==> src/epc_map.vh <==
// Register map and field constants for the eight-bit port pin control block.
`ifndef EPC_MAP_VH
`define EPC_MAP_VH

// ============================================================================
// Register offsets (byte addresses)
// ============================================================================
`define EPC_OFS_OUT_EN      8'h04
`define EPC_OFS_FUNC_ONE    8'h08
`define EPC_OFS_FUNC_TWO    8'h0c
`define EPC_OFS_DRV_TYPE    8'h28
`define EPC_OFS_PULLUP      8'h2c
`define EPC_OFS_PULLDOWN    8'h30

// ============================================================================
// Reset values and masks
// ============================================================================
`define EPC_RST_BYTE        8'h00
`define EPC_RST_WORD        32'h0000_0000
`define EPC_MASK_ALL        8'hff
`define EPC_MASK_FUNC_TWO   8'hd4

// ============================================================================
// Function select one fields
// ============================================================================
`define EPC_F1_TMR3_OUT     7
`define EPC_F1_TMR3_IN      6
`define EPC_F1_TMR2_OUT     5
`define EPC_F1_TMR2_IN      4
`define EPC_F1_TMR4_OUT     3
`define EPC_F1_SER0_CLK     2
`define EPC_F1_SER0_RX      1
`define EPC_F1_SER0_TX      0

// ============================================================================
// Function select two fields
// ============================================================================
`define EPC_F2_EXT_EXT_INTERRUPT_SEVEN     7
`define EPC_F2_EXT_EXT_INTERRUPT_SIX     6
`define EPC_F2_EXT_EXT_INTERRUPT_FIVE     4
`define EPC_F2_SER0_CTS     2

`endif

==> src/epc_port.v <==
// Pin control for an eight-bit general-purpose port with alternate functions.
//
// Local design decisions: the address-and-strobe port and the address map.
`timescale 1ns/1ps
`include "epc_map.vh"

//
// Function
// RQ1: Per-pin output enable bits 7..0; one enables driver; reset zero.
// RQ2: Function select one bits 7..4 route timer3 out/in, timer2 out/in.
// RQ3: Function select one bit3 timer4 out; bits 2..0 serial0 clock, receive, transmit.
// RQ4: Function select two bits 7,6,4 external interrupts; bit2 clear-to-send; others zero.
// RQ5: Per-pin driver type; zero push-pull, one open-drain; reset zero.
// RQ6: Per-pin pull-up enable bits; one enables; reset zero.
// RQ7: Per-pin pull-down enable bits; one enables; reset zero.
// RQ8: After reset all pins are plain port pins, everything disabled.
// RQ9: Bits 31..8 of every register read zero; writes there ignored.
module epc_port (
    // Clock, enable, reset
    input  wire        i_clk_sys,
    input  wire        i_ce,
    input  wire        i_rst,
    // Register port
    input  wire [7:0]  i_addr,
    input  wire [31:0] i_wdata,
    input  wire        i_wr,
    input  wire        i_rd,
    output reg  [31:0] o_rdata_ff,
    // Port data from the data register and pads
    input  wire [7:0]  i_port_out,
    input  wire [7:0]  i_pad_in,
    // Peripheral outputs routed to pins
    input  wire        i_timer_ch3_output,
    input  wire        i_timer_ch2_output,
    input  wire        i_timer_ch4_output,
    input  wire        i_serial0_clock_out,
    input  wire        i_serial0_clock_oe,
    input  wire        i_serial0_transmit,
    // Pad controls
    output reg  [7:0]  o_pad_out_ff,
    output reg  [7:0]  o_pad_oe_ff,
    output reg  [7:0]  o_pad_pullup_ff,
    output reg  [7:0]  o_pad_pulldown_ff,
    // Peripheral inputs taken from pins
    output reg         o_timer_ch3_input_ff,
    output reg         o_timer_ch2_input_ff,
    output reg         o_serial0_clock_in_ff,
    output reg         o_serial0_receive_ff,
    output reg         o_serial0_clear_to_send_ff,
    output reg         o_ext_interrupt_seven_ff,
    output reg         o_ext_interrupt_six_ff,
    output reg         o_ext_interrupt_five_ff
);

    // ========================================================================
    // Register file
    // ========================================================================
    wire [7:0] pin_output_enable;
    wire [7:0] pin_function_select_one;
    wire [7:0] pin_function_select_two;
    wire [7:0] pin_driver_type;
    wire [7:0] pin_pullup_enable;
    wire [7:0] pin_pulldown_enable;

    function wr_hit;
        input [7:0] addr;
        input [7:0] ofs;
        begin
            wr_hit = i_wr && (addr == ofs);
        end
    endfunction

    // Only the low byte of the write data is stored.
    epc_reg8 #(.WMASK(`EPC_MASK_ALL)) u_out_en ( // RQ1 RQ9
        .i_clk_sys (i_clk_sys),
        .i_rst     (i_rst),
        .i_ce      (i_ce),
        .i_we      (wr_hit(i_addr, `EPC_OFS_OUT_EN)),
        .i_wdata   (i_wdata[7:0]),
        .o_q_ff    (pin_output_enable)
    );

    epc_reg8 #(.WMASK(`EPC_MASK_ALL)) u_func_one ( // RQ2 RQ3
        .i_clk_sys (i_clk_sys),
        .i_rst     (i_rst),
        .i_ce      (i_ce),
        .i_we      (wr_hit(i_addr, `EPC_OFS_FUNC_ONE)),
        .i_wdata   (i_wdata[7:0]),
        .o_q_ff    (pin_function_select_one)
    );

    epc_reg8 #(.WMASK(`EPC_MASK_FUNC_TWO)) u_func_two ( // RQ4
        .i_clk_sys (i_clk_sys),
        .i_rst     (i_rst),
        .i_ce      (i_ce),
        .i_we      (wr_hit(i_addr, `EPC_OFS_FUNC_TWO)),
        .i_wdata   (i_wdata[7:0]),
        .o_q_ff    (pin_function_select_two)
    );

    epc_reg8 #(.WMASK(`EPC_MASK_ALL)) u_drv_type ( // RQ5
        .i_clk_sys (i_clk_sys),
        .i_rst     (i_rst),
        .i_ce      (i_ce),
        .i_we      (wr_hit(i_addr, `EPC_OFS_DRV_TYPE)),
        .i_wdata   (i_wdata[7:0]),
        .o_q_ff    (pin_driver_type)
    );

    epc_reg8 #(.WMASK(`EPC_MASK_ALL)) u_pullup ( // RQ6
        .i_clk_sys (i_clk_sys),
        .i_rst     (i_rst),
        .i_ce      (i_ce),
        .i_we      (wr_hit(i_addr, `EPC_OFS_PULLUP)),
        .i_wdata   (i_wdata[7:0]),
        .o_q_ff    (pin_pullup_enable)
    );

    epc_reg8 #(.WMASK(`EPC_MASK_ALL)) u_pulldown ( // RQ7
        .i_clk_sys (i_clk_sys),
        .i_rst     (i_rst),
        .i_ce      (i_ce),
        .i_we      (wr_hit(i_addr, `EPC_OFS_PULLDOWN)),
        .i_wdata   (i_wdata[7:0]),
        .o_q_ff    (pin_pulldown_enable)
    );

    // ========================================================================
    // Read path
    // ========================================================================
    reg [31:0] nxt_rdata;

    always @* begin
        nxt_rdata = `EPC_RST_WORD;
        case (i_addr)
            `EPC_OFS_OUT_EN:   nxt_rdata = {24'h00_0000, pin_output_enable}; // RQ9
            `EPC_OFS_FUNC_ONE: nxt_rdata = {24'h00_0000, pin_function_select_one};
            `EPC_OFS_FUNC_TWO: nxt_rdata = {24'h00_0000, pin_function_select_two}; // RQ4
            `EPC_OFS_DRV_TYPE: nxt_rdata = {24'h00_0000, pin_driver_type};
            `EPC_OFS_PULLUP:   nxt_rdata = {24'h00_0000, pin_pullup_enable};
            `EPC_OFS_PULLDOWN: nxt_rdata = {24'h00_0000, pin_pulldown_enable};
            default:           nxt_rdata = `EPC_RST_WORD;
        endcase
    end

    // Read data stand for exactly one cycle after the strobe, zero otherwise.
    always @(posedge i_clk_sys) begin
        if (i_rst) begin
            o_rdata_ff <= `EPC_RST_WORD;
        end else if (i_ce) begin
            o_rdata_ff <= i_rd ? nxt_rdata : `EPC_RST_WORD;
        end
    end

    // ========================================================================
    // Pin multiplexing
    // ========================================================================
    reg [7:0] nxt_src;
    reg [7:0] nxt_drive;
    reg [7:0] nxt_out;
    reg [7:0] nxt_oe;

    always @* begin
        nxt_src = i_port_out;
        nxt_drive = pin_output_enable; // RQ1
        if (pin_function_select_one[`EPC_F1_TMR3_OUT]) begin // RQ2
            nxt_src[`EPC_F1_TMR3_OUT] = i_timer_ch3_output;
        end
        if (pin_function_select_one[`EPC_F1_TMR2_OUT]) begin // RQ2
            nxt_src[`EPC_F1_TMR2_OUT] = i_timer_ch2_output;
        end
        if (pin_function_select_one[`EPC_F1_TMR4_OUT]) begin // RQ3
            nxt_src[`EPC_F1_TMR4_OUT] = i_timer_ch4_output;
        end
        // The serial clock pin is bidirectional; its master decides direction.
        if (pin_function_select_one[`EPC_F1_SER0_CLK]) begin // RQ3
            nxt_src[`EPC_F1_SER0_CLK] = i_serial0_clock_out;
            nxt_drive[`EPC_F1_SER0_CLK] = pin_output_enable[`EPC_F1_SER0_CLK] & i_serial0_clock_oe;
        end
        if (pin_function_select_one[`EPC_F1_SER0_TX]) begin // RQ3
            nxt_src[`EPC_F1_SER0_TX] = i_serial0_transmit;
        end
        // Open drain drives only a low; a high releases the pin to the pull-up.
        nxt_out = nxt_src & ~pin_driver_type; // RQ5
        nxt_oe = nxt_drive & ~(pin_driver_type & nxt_src); // RQ5
    end

    // ========================================================================
    // Output flip-flops
    // ========================================================================
    always @(posedge i_clk_sys) begin
        if (i_rst) begin // RQ8
            o_pad_out_ff               <= `EPC_RST_BYTE;
            o_pad_oe_ff                <= `EPC_RST_BYTE;
            o_pad_pullup_ff            <= `EPC_RST_BYTE;
            o_pad_pulldown_ff          <= `EPC_RST_BYTE;
            o_timer_ch3_input_ff       <= 1'b0;
            o_timer_ch2_input_ff       <= 1'b0;
            o_serial0_clock_in_ff      <= 1'b0;
            o_serial0_receive_ff       <= 1'b0;
            o_serial0_clear_to_send_ff <= 1'b0;
            o_ext_interrupt_seven_ff   <= 1'b0;
            o_ext_interrupt_six_ff     <= 1'b0;
            o_ext_interrupt_five_ff    <= 1'b0;
        end else if (i_ce) begin
            o_pad_out_ff      <= nxt_out;
            o_pad_oe_ff       <= nxt_oe; // RQ1
            o_pad_pullup_ff   <= pin_pullup_enable; // RQ6
            o_pad_pulldown_ff <= pin_pulldown_enable; // RQ7
            // A deselected function input sees a steady low.
            o_timer_ch3_input_ff  <= pin_function_select_one[`EPC_F1_TMR3_IN] & i_pad_in[`EPC_F1_TMR3_IN]; // RQ2
            o_timer_ch2_input_ff  <= pin_function_select_one[`EPC_F1_TMR2_IN] & i_pad_in[`EPC_F1_TMR2_IN]; // RQ2
            o_serial0_clock_in_ff <= pin_function_select_one[`EPC_F1_SER0_CLK] & i_pad_in[`EPC_F1_SER0_CLK]; // RQ3
            o_serial0_receive_ff  <= pin_function_select_one[`EPC_F1_SER0_RX] & i_pad_in[`EPC_F1_SER0_RX]; // RQ3
            o_serial0_clear_to_send_ff <= pin_function_select_two[`EPC_F2_SER0_CTS]
                                          & i_pad_in[`EPC_F2_SER0_CTS]; // RQ4
            o_ext_interrupt_seven_ff <= pin_function_select_two[`EPC_F2_EXT_EXT_INTERRUPT_SEVEN] & i_pad_in[`EPC_F2_EXT_EXT_INTERRUPT_SEVEN]; // RQ4
            o_ext_interrupt_six_ff   <= pin_function_select_two[`EPC_F2_EXT_EXT_INTERRUPT_SIX] & i_pad_in[`EPC_F2_EXT_EXT_INTERRUPT_SIX]; // RQ4
            o_ext_interrupt_five_ff  <= pin_function_select_two[`EPC_F2_EXT_EXT_INTERRUPT_FIVE] & i_pad_in[`EPC_F2_EXT_EXT_INTERRUPT_FIVE]; // RQ4
        end
    end

endmodule // epc_port

==> src/epc_reg8.v <==
// One eight-bit control register with a write mask and clock enable.
`timescale 1ns/1ps

module epc_reg8 #(
    parameter [7:0] WMASK = 8'hff
) (
    // Clock and reset
    input  wire       i_clk_sys,
    input  wire       i_rst,
    input  wire       i_ce,
    // Write port
    input  wire       i_we,
    input  wire [7:0] i_wdata,
    // Stored value
    output reg  [7:0] o_q_ff
);

    // ========================================================================
    // Storage
    // ========================================================================
    // Masked bits never store, so they read as zero.
    always @(posedge i_clk_sys) begin
        if (i_rst) begin
            o_q_ff <= 8'h00;
        end else if (i_ce && i_we) begin
            o_q_ff <= i_wdata & WMASK;
        end
    end

endmodule // epc_reg8

==> config.mk <==
export PLATFORM = sky130hd
export DESIGN_NAME = epc_port
export DESIGN_NICKNAME = d
export VERILOG_FILES = /design/src/epc_port.v /design/src/epc_reg8.v
export VERILOG_INCLUDE_DIRS = /design/src
export SDC_FILE = /design/constraint.sdc
export NUM_CORES = 1
export LEC_CHECK = 0
export ABC_CLOCK_PERIOD_IN_PS = 2200
export BUFFER_PORTS_ARGS = -buffer_cell sky130_fd_sc_hd__buf_2
export CAP_MARGIN = 20
export CORE_MARGIN = 5
export CORE_UTILIZATION = 50
export DETAILED_ROUTE_END_ITERATION = 16
export PLACE_DENSITY_LB_ADDON = 0.08
export SETUP_SLACK_MARGIN = 0.15
export SYNTH_ARGS = -nofsm -noshare
export SYNTH_HDL_FRONTEND = slang
export SYNTH_SLANG_ARGS = --single-unit
==> constraint.sdc <==
create_clock -name i_clk_sys -period 2.2 [get_ports i_clk_sys]
set_input_delay 0.44 -clock i_clk_sys [delete_from_list [all_inputs] [get_ports i_clk_sys]]
set_output_delay 0.44 -clock i_clk_sys [all_outputs]
set_load 0.01 [all_outputs]
==> results by group, run 1 <==
Timing
  • Fin. Hold Viols: 0
  • Minimum clock period: 1.87 ns
  • Final setup viols: 0
  • RSZ-0062 raised after global routing: false
  • Max Transition Viols Final: 0
  • WHS: 0.324 ns
  • Worst Skew: 0.0173 ns
  • Max Freq: 536 MHz
  • Post-route clock period utilization: 0.849

Floorplan
  • I/O pin count: 139
  • Die ar.: 9960 um^2
  • Die width: 99.8 um
  • Core area: 7810 um^2
  • Initial Util: 0.517
  • # rows: 32
  • DIE HEIGHT: 99.8 um

Clock tree
  • Hold_buf cts: 0
  • CTS H-tree depth: 3
  • Clock root cell: clkbuf_8
  • # clock sinks: 92
  • Clock-pin slew on the worst setup and hold paths: 0.10 ns
  • Postcts setup bufs: 0
  • Post_cts resized: 0
  • Num CTS Buffers: 9
  • Clock Latency Late Sink: 0.37 ns
  • Clock buffer depth: 2
  • CTS tree: built

Yosys
  • Synth Area in XOR/XNOR: 0
  • Flops & latches, synth: 92
  • Yosys top cell by area: dfxtp_1
  • Sequential area share after synthesis: 0.457
  • Synth Area in Adders: 0
  • Synth Area in Simple Gates: 0.193
  • Ys flop type: dfxtp_1
  • Largest family of logic cells by synthesized area: simple AND/OR/NAND/NOR gates
  • Most common cell in the netlist: dfxtp_1
  • Cell variety after synth: 39
  • Number of synthesized flops with an enable pin: 0
  • Asr flop ratio synth: 0
  • Mapped Cells: 441
  • Syn avg cell area: 9.15 um^2
  • Area contributors post-synth: dfxtp_1 46%, mux2i_1 16%, nor2_1 6.3%
  • Synth cell count leaders: 92 x dfxtp_1, 68 x nor2_1, 64 x mux2i_1, 30 x a21oi_1, 28 x nand2_1
  • Top-area cell type share of the netlist area: 0.457
  • Synthesized area: 4030 um^2
  • Compound-Gate Fraction of Synth Area: 0.108
  • Synth Warn #: 0
  • Post-synthesis mux area share: 0.167

Critical path
  • CP Depth: 7
  • Worst r2r path cells: 5
  • Crit path DAT: 2.10 ns
  • Cell Chain, Critical Path: buf_2 > nor4_2 > nand3_1 > nor3b_1 > buf_4 > mux2i_1 > nor2_1
  • CP max-delay cell: nor3b_1
  • CP bufs+invs: 2
  • Crit path largest cell delay: 0.40 ns
  • CP endpoint: u_drv_type.o_q_ff[4]
  • Startpoint Class: input port
  • CP required: 2.43 ns
  • FF-to-FF End: o_rdata_ff[7]
  • Crit-path leading delay family: simple AND/OR/NAND/NOR gates
  • Reg2Reg Setup Slack: 0.84 ns
  • CP Max Fanout: 6
  • CP Capture Type: flop
  • Worst setup startpoint: i_addr[1]
  • Critical path type: in -> reg
  • Reg2reg start: u_drv_type.o_q_ff[7]

Final layout
  • Final Instance Count excl. Fillers: 645
  • Area growth syn-to-layout: 18.7%
  • # diodes: 0
  • Post-layout util: 0.613
  • NumNets Final: 605
  • Layout cells sized above 1: 0.245
  • Filler cells: 713

Status
  • Status: completed

Detailed routing
  • Antenna Nets Post-Route: 0
  • # DRC: 0
  • First drt pass iteration count: 4
  • Wirelength, routed: 10600 um
  • DR WL/cell: 16.4 um
  • DRT iter0 DRCs: 168
  • Via count: 3359
  • Drt via density: 5.21

Place
  • Placed cells: 629
  • Port-buffer cells: 87
  • Detailed Place HPWL: 7820 um
  • Final GP Congestion: 0.926

Pwr
  • Total leakage power: 2.08 nW
  • Max rail drop VDD: 0.310 mV
  • Tot Pwr: 2.97 mW
  • Pwr Density: 619 nW/um^2

Global route
  • First-pass GRT wire length: 16500 um
  • Grt ovf: 0
  • Pin count of the biggest net entering global routing: 65
  • GRT Total Usage: 0.210
  • Initial antenna violation count: 0
  • Number of global-route vias before repair: 3141

Flow run
  • Max-Cap Viols: 0

Worst hold path
  • Hold/Removal Path Class: in -> reg
report_power, final:
part,total [mW],switching [mW],internal [mW]
logic,0.222,0.146,0.0764
registers,1.68,0.00405,1.67
clock network,1.07,0.639,0.428
through the flow:
stage,setup slack [ns],TNS (ns),instance area (um^2)
after floorplan,0.156,0,4120
after global placement,-0.0171,-0.0411,4610
after detailed placement,-0.00563,-0.00954,4610
after CTS,0.354,0,4790
after global routing,0.193,0,4790
final,0.333,0,4790
cell families after synthesis:
| family | after synthesis |
|---|---|
| other | 1 |
| muxes | 67 |
| DFF | 92 |
| AOI/OAI and AO/OA | 67 |
| and+or+nand+nor | 160 |
| buffers and inverters | 54 |
worst min-delay path, stage by stage:
cell and delay (ns):
buf_2 0.09, nand3_1 0.06, a21oi_1 0.06
layout by cell type (no fill, tap or decap), drive strengths merged, types with 3 or more instances in the layout:
cell,n
and3,5
dfxtp,92
conb,24
nand2,28
nor2b,6
nand3b,3
nor3,5
o22ai,4
a22o,7
a32oi,6
clkbuf,9
o211ai,4
nand2b,20
o21ai,5
buf,110
nor2,68
inv,11
mux2,3
a21oi,30
a221oi,4
mux2i,64
nand3,17
worst min-delay path by stage:
| stage | startpoint | endpoint | slack (ns) | depth (start not counted) |
|---|---|---|---|---|
| global placement | o_rdata_ff[3] | o_rdata_ff[3] | 0.44 | 2 |
| global route | i_pad_in[7] | o_ext_interrupt_seven_ff | 0.32 | 3 |
| finish | i_pad_in[7] | o_ext_interrupt_seven_ff | 0.32 | 3 |
| floorplan | u_pullup.o_q_ff[0] | u_pullup.o_q_ff[0] | 0.44 | 2 |
| CTS | i_pad_in[7] | o_ext_interrupt_seven_ff | 0.32 | 3 |
| detailed placement | o_rdata_ff[3] | o_rdata_ff[3] | 0.45 | 2 |
metal layers:
metal | vias up | track usage | share of wire
li1 | 1675 | - | -
met1 | 1562 | 0.289 | 0.46
met2 | 109 | 0.332 | 0.46
met3 | 13 | 0.0424 | 0.067
met4 | 0 | 0.0630 | 0.012
met5 | - | 0 | 0
cell type report:
cell class	instances	area (um^2)	share of cell area
sequential	92	1840	0.385
clock buffer	9	124	0.0259
multi-input combinational	318	1980	0.413
tap	102	128	0.0266
clock inverter	7	57.6	0.0120
inverter	7	26.3	0.00549
timing repair buffer	110	633	0.132
registers in the layout, summed over array words and instances (netlist names), 4 cells and up:
register and count:
o_pad_oe_ff 8, o_pad_out_ff 8, o_pad_pulldown_ff 8, o_pad_pullup_ff 8
o_rdata_ff 8, u_drv_type.o_q_ff 8, u_func_one.o_q_ff 8, u_func_two.o_q_ff 4
u_out_en.o_q_ff 8, u_pulldown.o_q_ff 8, u_pullup.o_q_ff 8
(Power assumes the default switching activity.)
==> inputs of run 2 (changes only) <==
--- a/config.mk
+++ b/config.mk
@@ -6,11 +6,11 @@
 export SDC_FILE = /design/constraint.sdc
 export NUM_CORES = 1
 export LEC_CHECK = 0
-export ABC_CLOCK_PERIOD_IN_PS = 2200
+export ABC_CLOCK_PERIOD_IN_PS = 1600
 export BUFFER_PORTS_ARGS = -buffer_cell sky130_fd_sc_hd__buf_2
 export CAP_MARGIN = 20
 export CORE_MARGIN = 5
-export CORE_UTILIZATION = 50
+export CORE_UTILIZATION = 45
 export DETAILED_ROUTE_END_ITERATION = 16
 export PLACE_DENSITY_LB_ADDON = 0.08
 export SETUP_SLACK_MARGIN = 0.15
==> constraint.sdc (replaced) <==
create_clock -name i_clk_sys -period 1.6 [get_ports i_clk_sys]
set_input_delay 0.32 -clock i_clk_sys [delete_from_list [all_inputs] [get_ports i_clk_sys]]
set_output_delay 0.32 -clock i_clk_sys [all_outputs]
set_load 0.01 [all_outputs]
==> run 2 against run 1 <==
Total power increased by 47%; register-to-register slack worse by 0.60 ns; die area grew 10%; worst hold slack worse by 0.11 ns; sequential cell count unchanged; worst setup slack lost 0.23 ns; clock-buffer cell count rose by 1; clock power is 58% higher; non-clock buffer count rose by 24; critical path type unchanged; core utilization decreased by 2.5 points.
==> results by group, run 2 (same netlist as run 1, synthesis figures left out) <==
Status
  • Status: completed

Critical path
  • CP Capture Type: flop
  • CP bufs+invs: 2
  • Critical path type: in -> reg
  • CP required: 1.85 ns
  • Startpoint Class: input port
  • CP Max Fanout: 3
  • CP max-delay cell: or4_4
  • Crit-path leading delay family: simple AND/OR/NAND/NOR gates
  • Cell Chain, Critical Path: buf_6 > or4_4 > nor4_4 > buf_4 > mux2i_1 > nor2_1
  • Crit path largest cell delay: 0.58 ns
  • Crit path DAT: 1.75 ns

Floorplan
  • Die ar.: 11000 um^2
  • I/O pin count: 139
  • Die width: 105 um
  • Initial Util: 0.463
  • DIE HEIGHT: 105 um
  • # rows: 34
  • Core area: 8720 um^2

Clock tree
  • CTS H-tree depth: 3
  • # clock sinks: 92
  • Clock Latency Late Sink: 0.37 ns
  • Clock-pin slew on the worst setup and hold paths: 0.10 ns
  • Clock buffer depth: 2
  • Clock root cell: clkbuf_8
  • Num CTS Buffers: 9
  • CTS tree: built
  • Hold_buf cts: 0

Final layout
  • Fin area: 5130 um^2
  • NumNets Final: 629
  • Most common cell after layout, fill and taps aside: dfxtp_1
  • Commonest cells after routing, fill and taps aside: 92 x dfxtp_1, 84 x buf_2, 68 x nor2_1
  • Layout cells sized above 1: 0.296
  • Final Instance Count excl. Fillers: 675
  • Area growth syn-to-layout: 27.3%
  • # diodes: 0

Timing
  • Post-route clock period utilization: 0.937
  • Final setup viols: 0
  • Final worst slack: 0.101 ns
  • Minimum clock period: 1.50 ns
  • Fin. Hold Viols: 0
  • RSZ-0062 raised after global routing: true
  • Max Freq: 667 MHz
  • WHS: 0.219 ns
  • Worst Skew: 0.0116 ns
  • Max Transition Viols Final: 0

Global route
  • Grt ovf: 0
  • GRT Total Usage: 0.197
  • Pin count of the biggest net entering global routing: 40
  • Number of global-route vias before repair: 3361
  • Met3 Resource Use GR: 0.0395
  • Initial antenna violation count: 0
  • First-pass GRT wire length: 17600 um
  • Busiest grt layer: met2
  • GRT met1 Usage: 0.277
  • Grt met2 use: 0.310

Detailed routing
  • Via count: 3449
  • DR WL/cell: 16.3 um
  • # DRC: 0
  • Drt via density: 5.11
  • Antenna Nets Post-Route: 0
  • First drt pass iteration count: 4
  • Wirelength, routed: 11000 um
  • DRT iter0 DRCs: 175

Pwr
  • Internal: 3.25 mW
  • Pwr Density: 848 nW/um^2
  • Clock Power Share: 0.388
  • Switch Pwr: 1.11 mW
  • Gate power share: 0.083
  • Total leakage power: 2.25 nW
  • Reg power frac: 0.530
  • Net Sw Frac: 0.255
  • Max rail drop VDD: 0.495 mV

Place
  • Detailed Place HPWL: 8210 um
  • Placed cells: 656
  • Pre-CTS setup slack: -0.265 ns
  • Placement Cell Area: 4840 um^2
  • Port-buffer cells: 87
  • Final GP Congestion: 0.856

Worst hold path
  • Hold/Removal Path Class: in -> reg

Flow run
  • Max-Cap Viols: 0
-- run 2: cell types whose count changed in the layout (fill, tap and decap cells not counted), moves of 2 or more --
cell	change
buf_4	+19
buf_6	+7
buf_2	-3
and3_1	-2
and3_4	+2
clkinvlp_4	-2
nand3_1	-2
nor2b_1	-2
-- run 2: layout make-up --
class | count | area, um^2
timing repair buffer | 134 | 860
multi-input combinational | 318 | 2050
clock inverter | 6 | 78.8
fill | 796 | 3590
tap | 108 | 135
inverter | 7 | 26.3
clock buffer | 10 | 138
sequential | 92 | 1840
-- run 2: path summary, 6_finish.rpt --
check | slack (ns) | to | from | depth (start not counted)
min | 0.22 | o_serial0_receive_ff | i_pad_in[1] | 3
min reg2reg | 0.46 | o_rdata_ff[3] | o_rdata_ff[3] | 2
max | 0.10 | u_out_en.o_q_ff[5] | i_addr[1] | 6
max reg2reg | 0.24 | o_rdata_ff[0] | u_pullup.o_q_ff[0] | 4
-- run 2: power by group through the flow --
stage	Combinational (mW)	Clock [mW]	Sequential [mW]
4_1_cts	0.354	1.74	2.31
5_1_grt	0.394	1.83	2.31
2_1_floorplan	0.211	0	2.37
3_5_place_dp	0.349	0	2.36
3_3_place_gp	0.347	0	2.36
6_report	0.360	1.69	2.31
-- run 2: per-layer routing --
layer,vias up,share of wire
li1,1727,-
met2,102,0.45
met1,1609,0.48
met5,-,0
met3,11,0.059
met4,0,0.012
-- run 2: worst min-delay path: stages --
cell,delay [ns]
buf_2,0.10
nand3_1,0.07
a21oi_1,0.06
-- run 2: through the flow --
step | util | TNS (ns) | power (mW)
final | 0.589 | 0 | 4.35
after global routing | 0.589 | 0 | 4.53
after CTS | 0.582 | 0 | 4.40
after detailed placement | 0.555 | -9.84 | 2.71
after global placement | 0.555 | -9.64 | 2.71
after floorplan | - | -3.47 | 2.58
-- run 2: repair_timing --
| action | CTS | global route |
|---|---|---|
| resized for setup | 3 | 9 |
| pin swaps | 0 | 3 |
| cloned | 0 | 0 |
| setup endpoints to repair | 10 | 41 |
| buffers inserted | 0 | 3 |
==> inputs of run 3 (changes only) <==
--- a/config.mk
+++ b/config.mk
@@ -11,8 +11,10 @@
 export CAP_MARGIN = 20
 export CORE_MARGIN = 5
 export CORE_UTILIZATION = 45
+export CTS_BUF_LIST = sky130_fd_sc_hd__clkbuf_16
 export DETAILED_ROUTE_END_ITERATION = 16
 export PLACE_DENSITY_LB_ADDON = 0.08
+export REMOVE_ABC_BUFFERS = 1
 export SETUP_SLACK_MARGIN = 0.15
 export SYNTH_ARGS = -nofsm -noshare
 export SYNTH_HDL_FRONTEND = slang
==> run 3 against run 2 <==
The run now ends with setup timing left; total power grew 16%; register-to-register slack worse by 0.03 ns; first-iteration DRC count down 46%; critical endpoint unchanged; largest cell class unchanged.
==> results by group, run 3 (same netlist as run 1, synthesis figures left out) <==
Place
  • Detailed Place HPWL: 8720 um
  • Final GP Congestion: 0.925
  • Pre-CTS setup slack: -0.481 ns
  • Port-buffer cells: 87
  • Placement Cell Area: 4840 um^2

Detailed routing
  • Via count: 3537
  • Drt via density: 5.13
  • DRT iter0 DRCs: 95
  • Wirelength, routed: 11700 um
  • # DRC: 0
  • First drt pass iteration count: 4
  • Antenna Nets Post-Route: 0
  • DR WL/cell: 16.9 um

Critical path
  • CP required: 1.82 ns
  • Startpoint Class: input port
  • CP Max Fanout: 4
  • CP Capture Type: flop
  • Critical path type: in -> reg
  • Crit path DAT: 1.87 ns

Timing
  • Minimum clock period: 1.65 ns
  • Post-route clock period utilization: 1.03
  • Fin. Hold Viols: 0
  • Max Transition Viols Final: 0
  • Final worst slack: -0.0496 ns
  • Max Freq: 606 MHz
  • Worst slew pin tran: 0.656 ns
  • Final setup viols: 9
  • RSZ-0062 raised after global routing: true
  • Sum Neg Setup Slack: -0.165 ns
  • Rel. slew slack: 0.563
  • Worst Skew: 0.00936 ns

Floorplan
  • Core area: 8720 um^2
  • Initial Util: 0.463
  • Die ar.: 11000 um^2
  • DIE HEIGHT: 105 um
  • I/O pin count: 139
  • # rows: 34
  • Die width: 105 um

Clock tree
  • Num CTS Buffers: 9
  • Clock root cell: clkbuf_16
  • Clock-pin slew on the worst setup and hold paths: 0.07 ns
  • Clock buffer depth: 2
  • # clock sinks: 92
  • CTS H-tree depth: 3
  • Clock Latency Late Sink: 0.33 ns
  • CTS tree: built

Pwr
  • Tot Pwr: 5.04 mW
  • Max rail drop VDD: 0.415 mV
  • Total leakage power: 2.38 nW
  • Pwr Density: 917 nW/um^2

Status
  • Status: finished, violations left
  • Failing checks: setup timing

Final layout
  • # diodes: 0
  • Most common cell after layout, fill and taps aside: dfxtp_1
  • Fin area: 5500 um^2
  • NumNets Final: 645
  • Commonest cells after routing, fill and taps aside: 92 x dfxtp_1, 84 x buf_2, 68 x nor2_1
  • Filler cells: 783
  • Layout cells sized above 1: 0.348
  • Area growth syn-to-layout: 36.2%

Flow run
  • Max-Cap Viols: 0

Global route
  • Initial antenna violation count: 0
  • First-pass GRT wire length: 18900 um
  • Number of global-route vias before repair: 3575
  • Pin count of the biggest net entering global routing: 60
  • GRT Total Usage: 0.211
  • Grt ovf: 0

Worst hold path
  • Hold/Removal Path Class: in -> reg
-- run 3: changes by cell type in the layout (fill, tap and decap cells not counted), moves of 5 or more --
cell,delta
a21oi_1,-5
nand2_1,-8
buf_6,+12
clkbuf_8,-10
nand2_2,+7
clkbuf_16,+9
-- run 3: final timing paths --
path                            depth (start not counted)  slack, ns                  endpoint                   from
worst max-delay path                                    8      -0.05        u_out_en.o_q_ff[5]              i_addr[6]
worst min-delay path                                    3       0.26  o_ext_interrupt_seven_ff            i_pad_in[7]
worst max register to register                          5       0.21             o_rdata_ff[7]   u_drv_type.o_q_ff[7]
worst min register to register                          2       0.46     o_serial0_clock_in_ff  o_serial0_clock_in_ff
-- run 3: metal layers --
metal | share of wire | global-route usage
met1 | 0.46 | 0.279
met2 | 0.48 | 0.355
met3 | 0.048 | 0.0302
met4 | 0.014 | 0.0694
met5 | 0 | 0
-- run 3: stage by stage --
step	utilization	std cells	hold WS, ns
detailed placement	0.555	666	0.456
floorplan	-	417	0.389
global placement	0.555	666	0.450
CTS	0.615	685	0.255
global route	0.630	689	0.269
finish	0.630	689	0.259
-- run 3: layout make-up --
class	count	area, um^2	share of cell area
flip-flops and latches	92	1840	0.335
inverters	7	26.3	0.00478
well taps	108	135	0.0246
clock inverters	5	103	0.0187
repair buffers	150	1010	0.185
multi-input cells	318	2150	0.391
clock buffers	9	225	0.0410
-- run 3: worst max-delay path: stages --
cell and delay (ns):
buf_8 0.09, or4_4 0.52, buf_6 0.15, nor4_4 0.23
buf_4 0.18, buf_6 0.11, mux2i_2 0.19, nor2_1 0.06
-- run 3: where the power goes --
part	internal [mW]	switching (mW)	leakage [nW]	total [mW]
clock network	1.51	0.840	0.159	2.35
logic	0.154	0.233	1.48	0.387
registers	2.30	0.00608	0.742	2.31
-- run 3: what timing repair did --
action                                  CTS  global route
hold buffers                              0             0
resized for setup                        42            25
buffers inserted                          5             5
endpoints found under the setup margin   48            50
pin swaps                                12            20
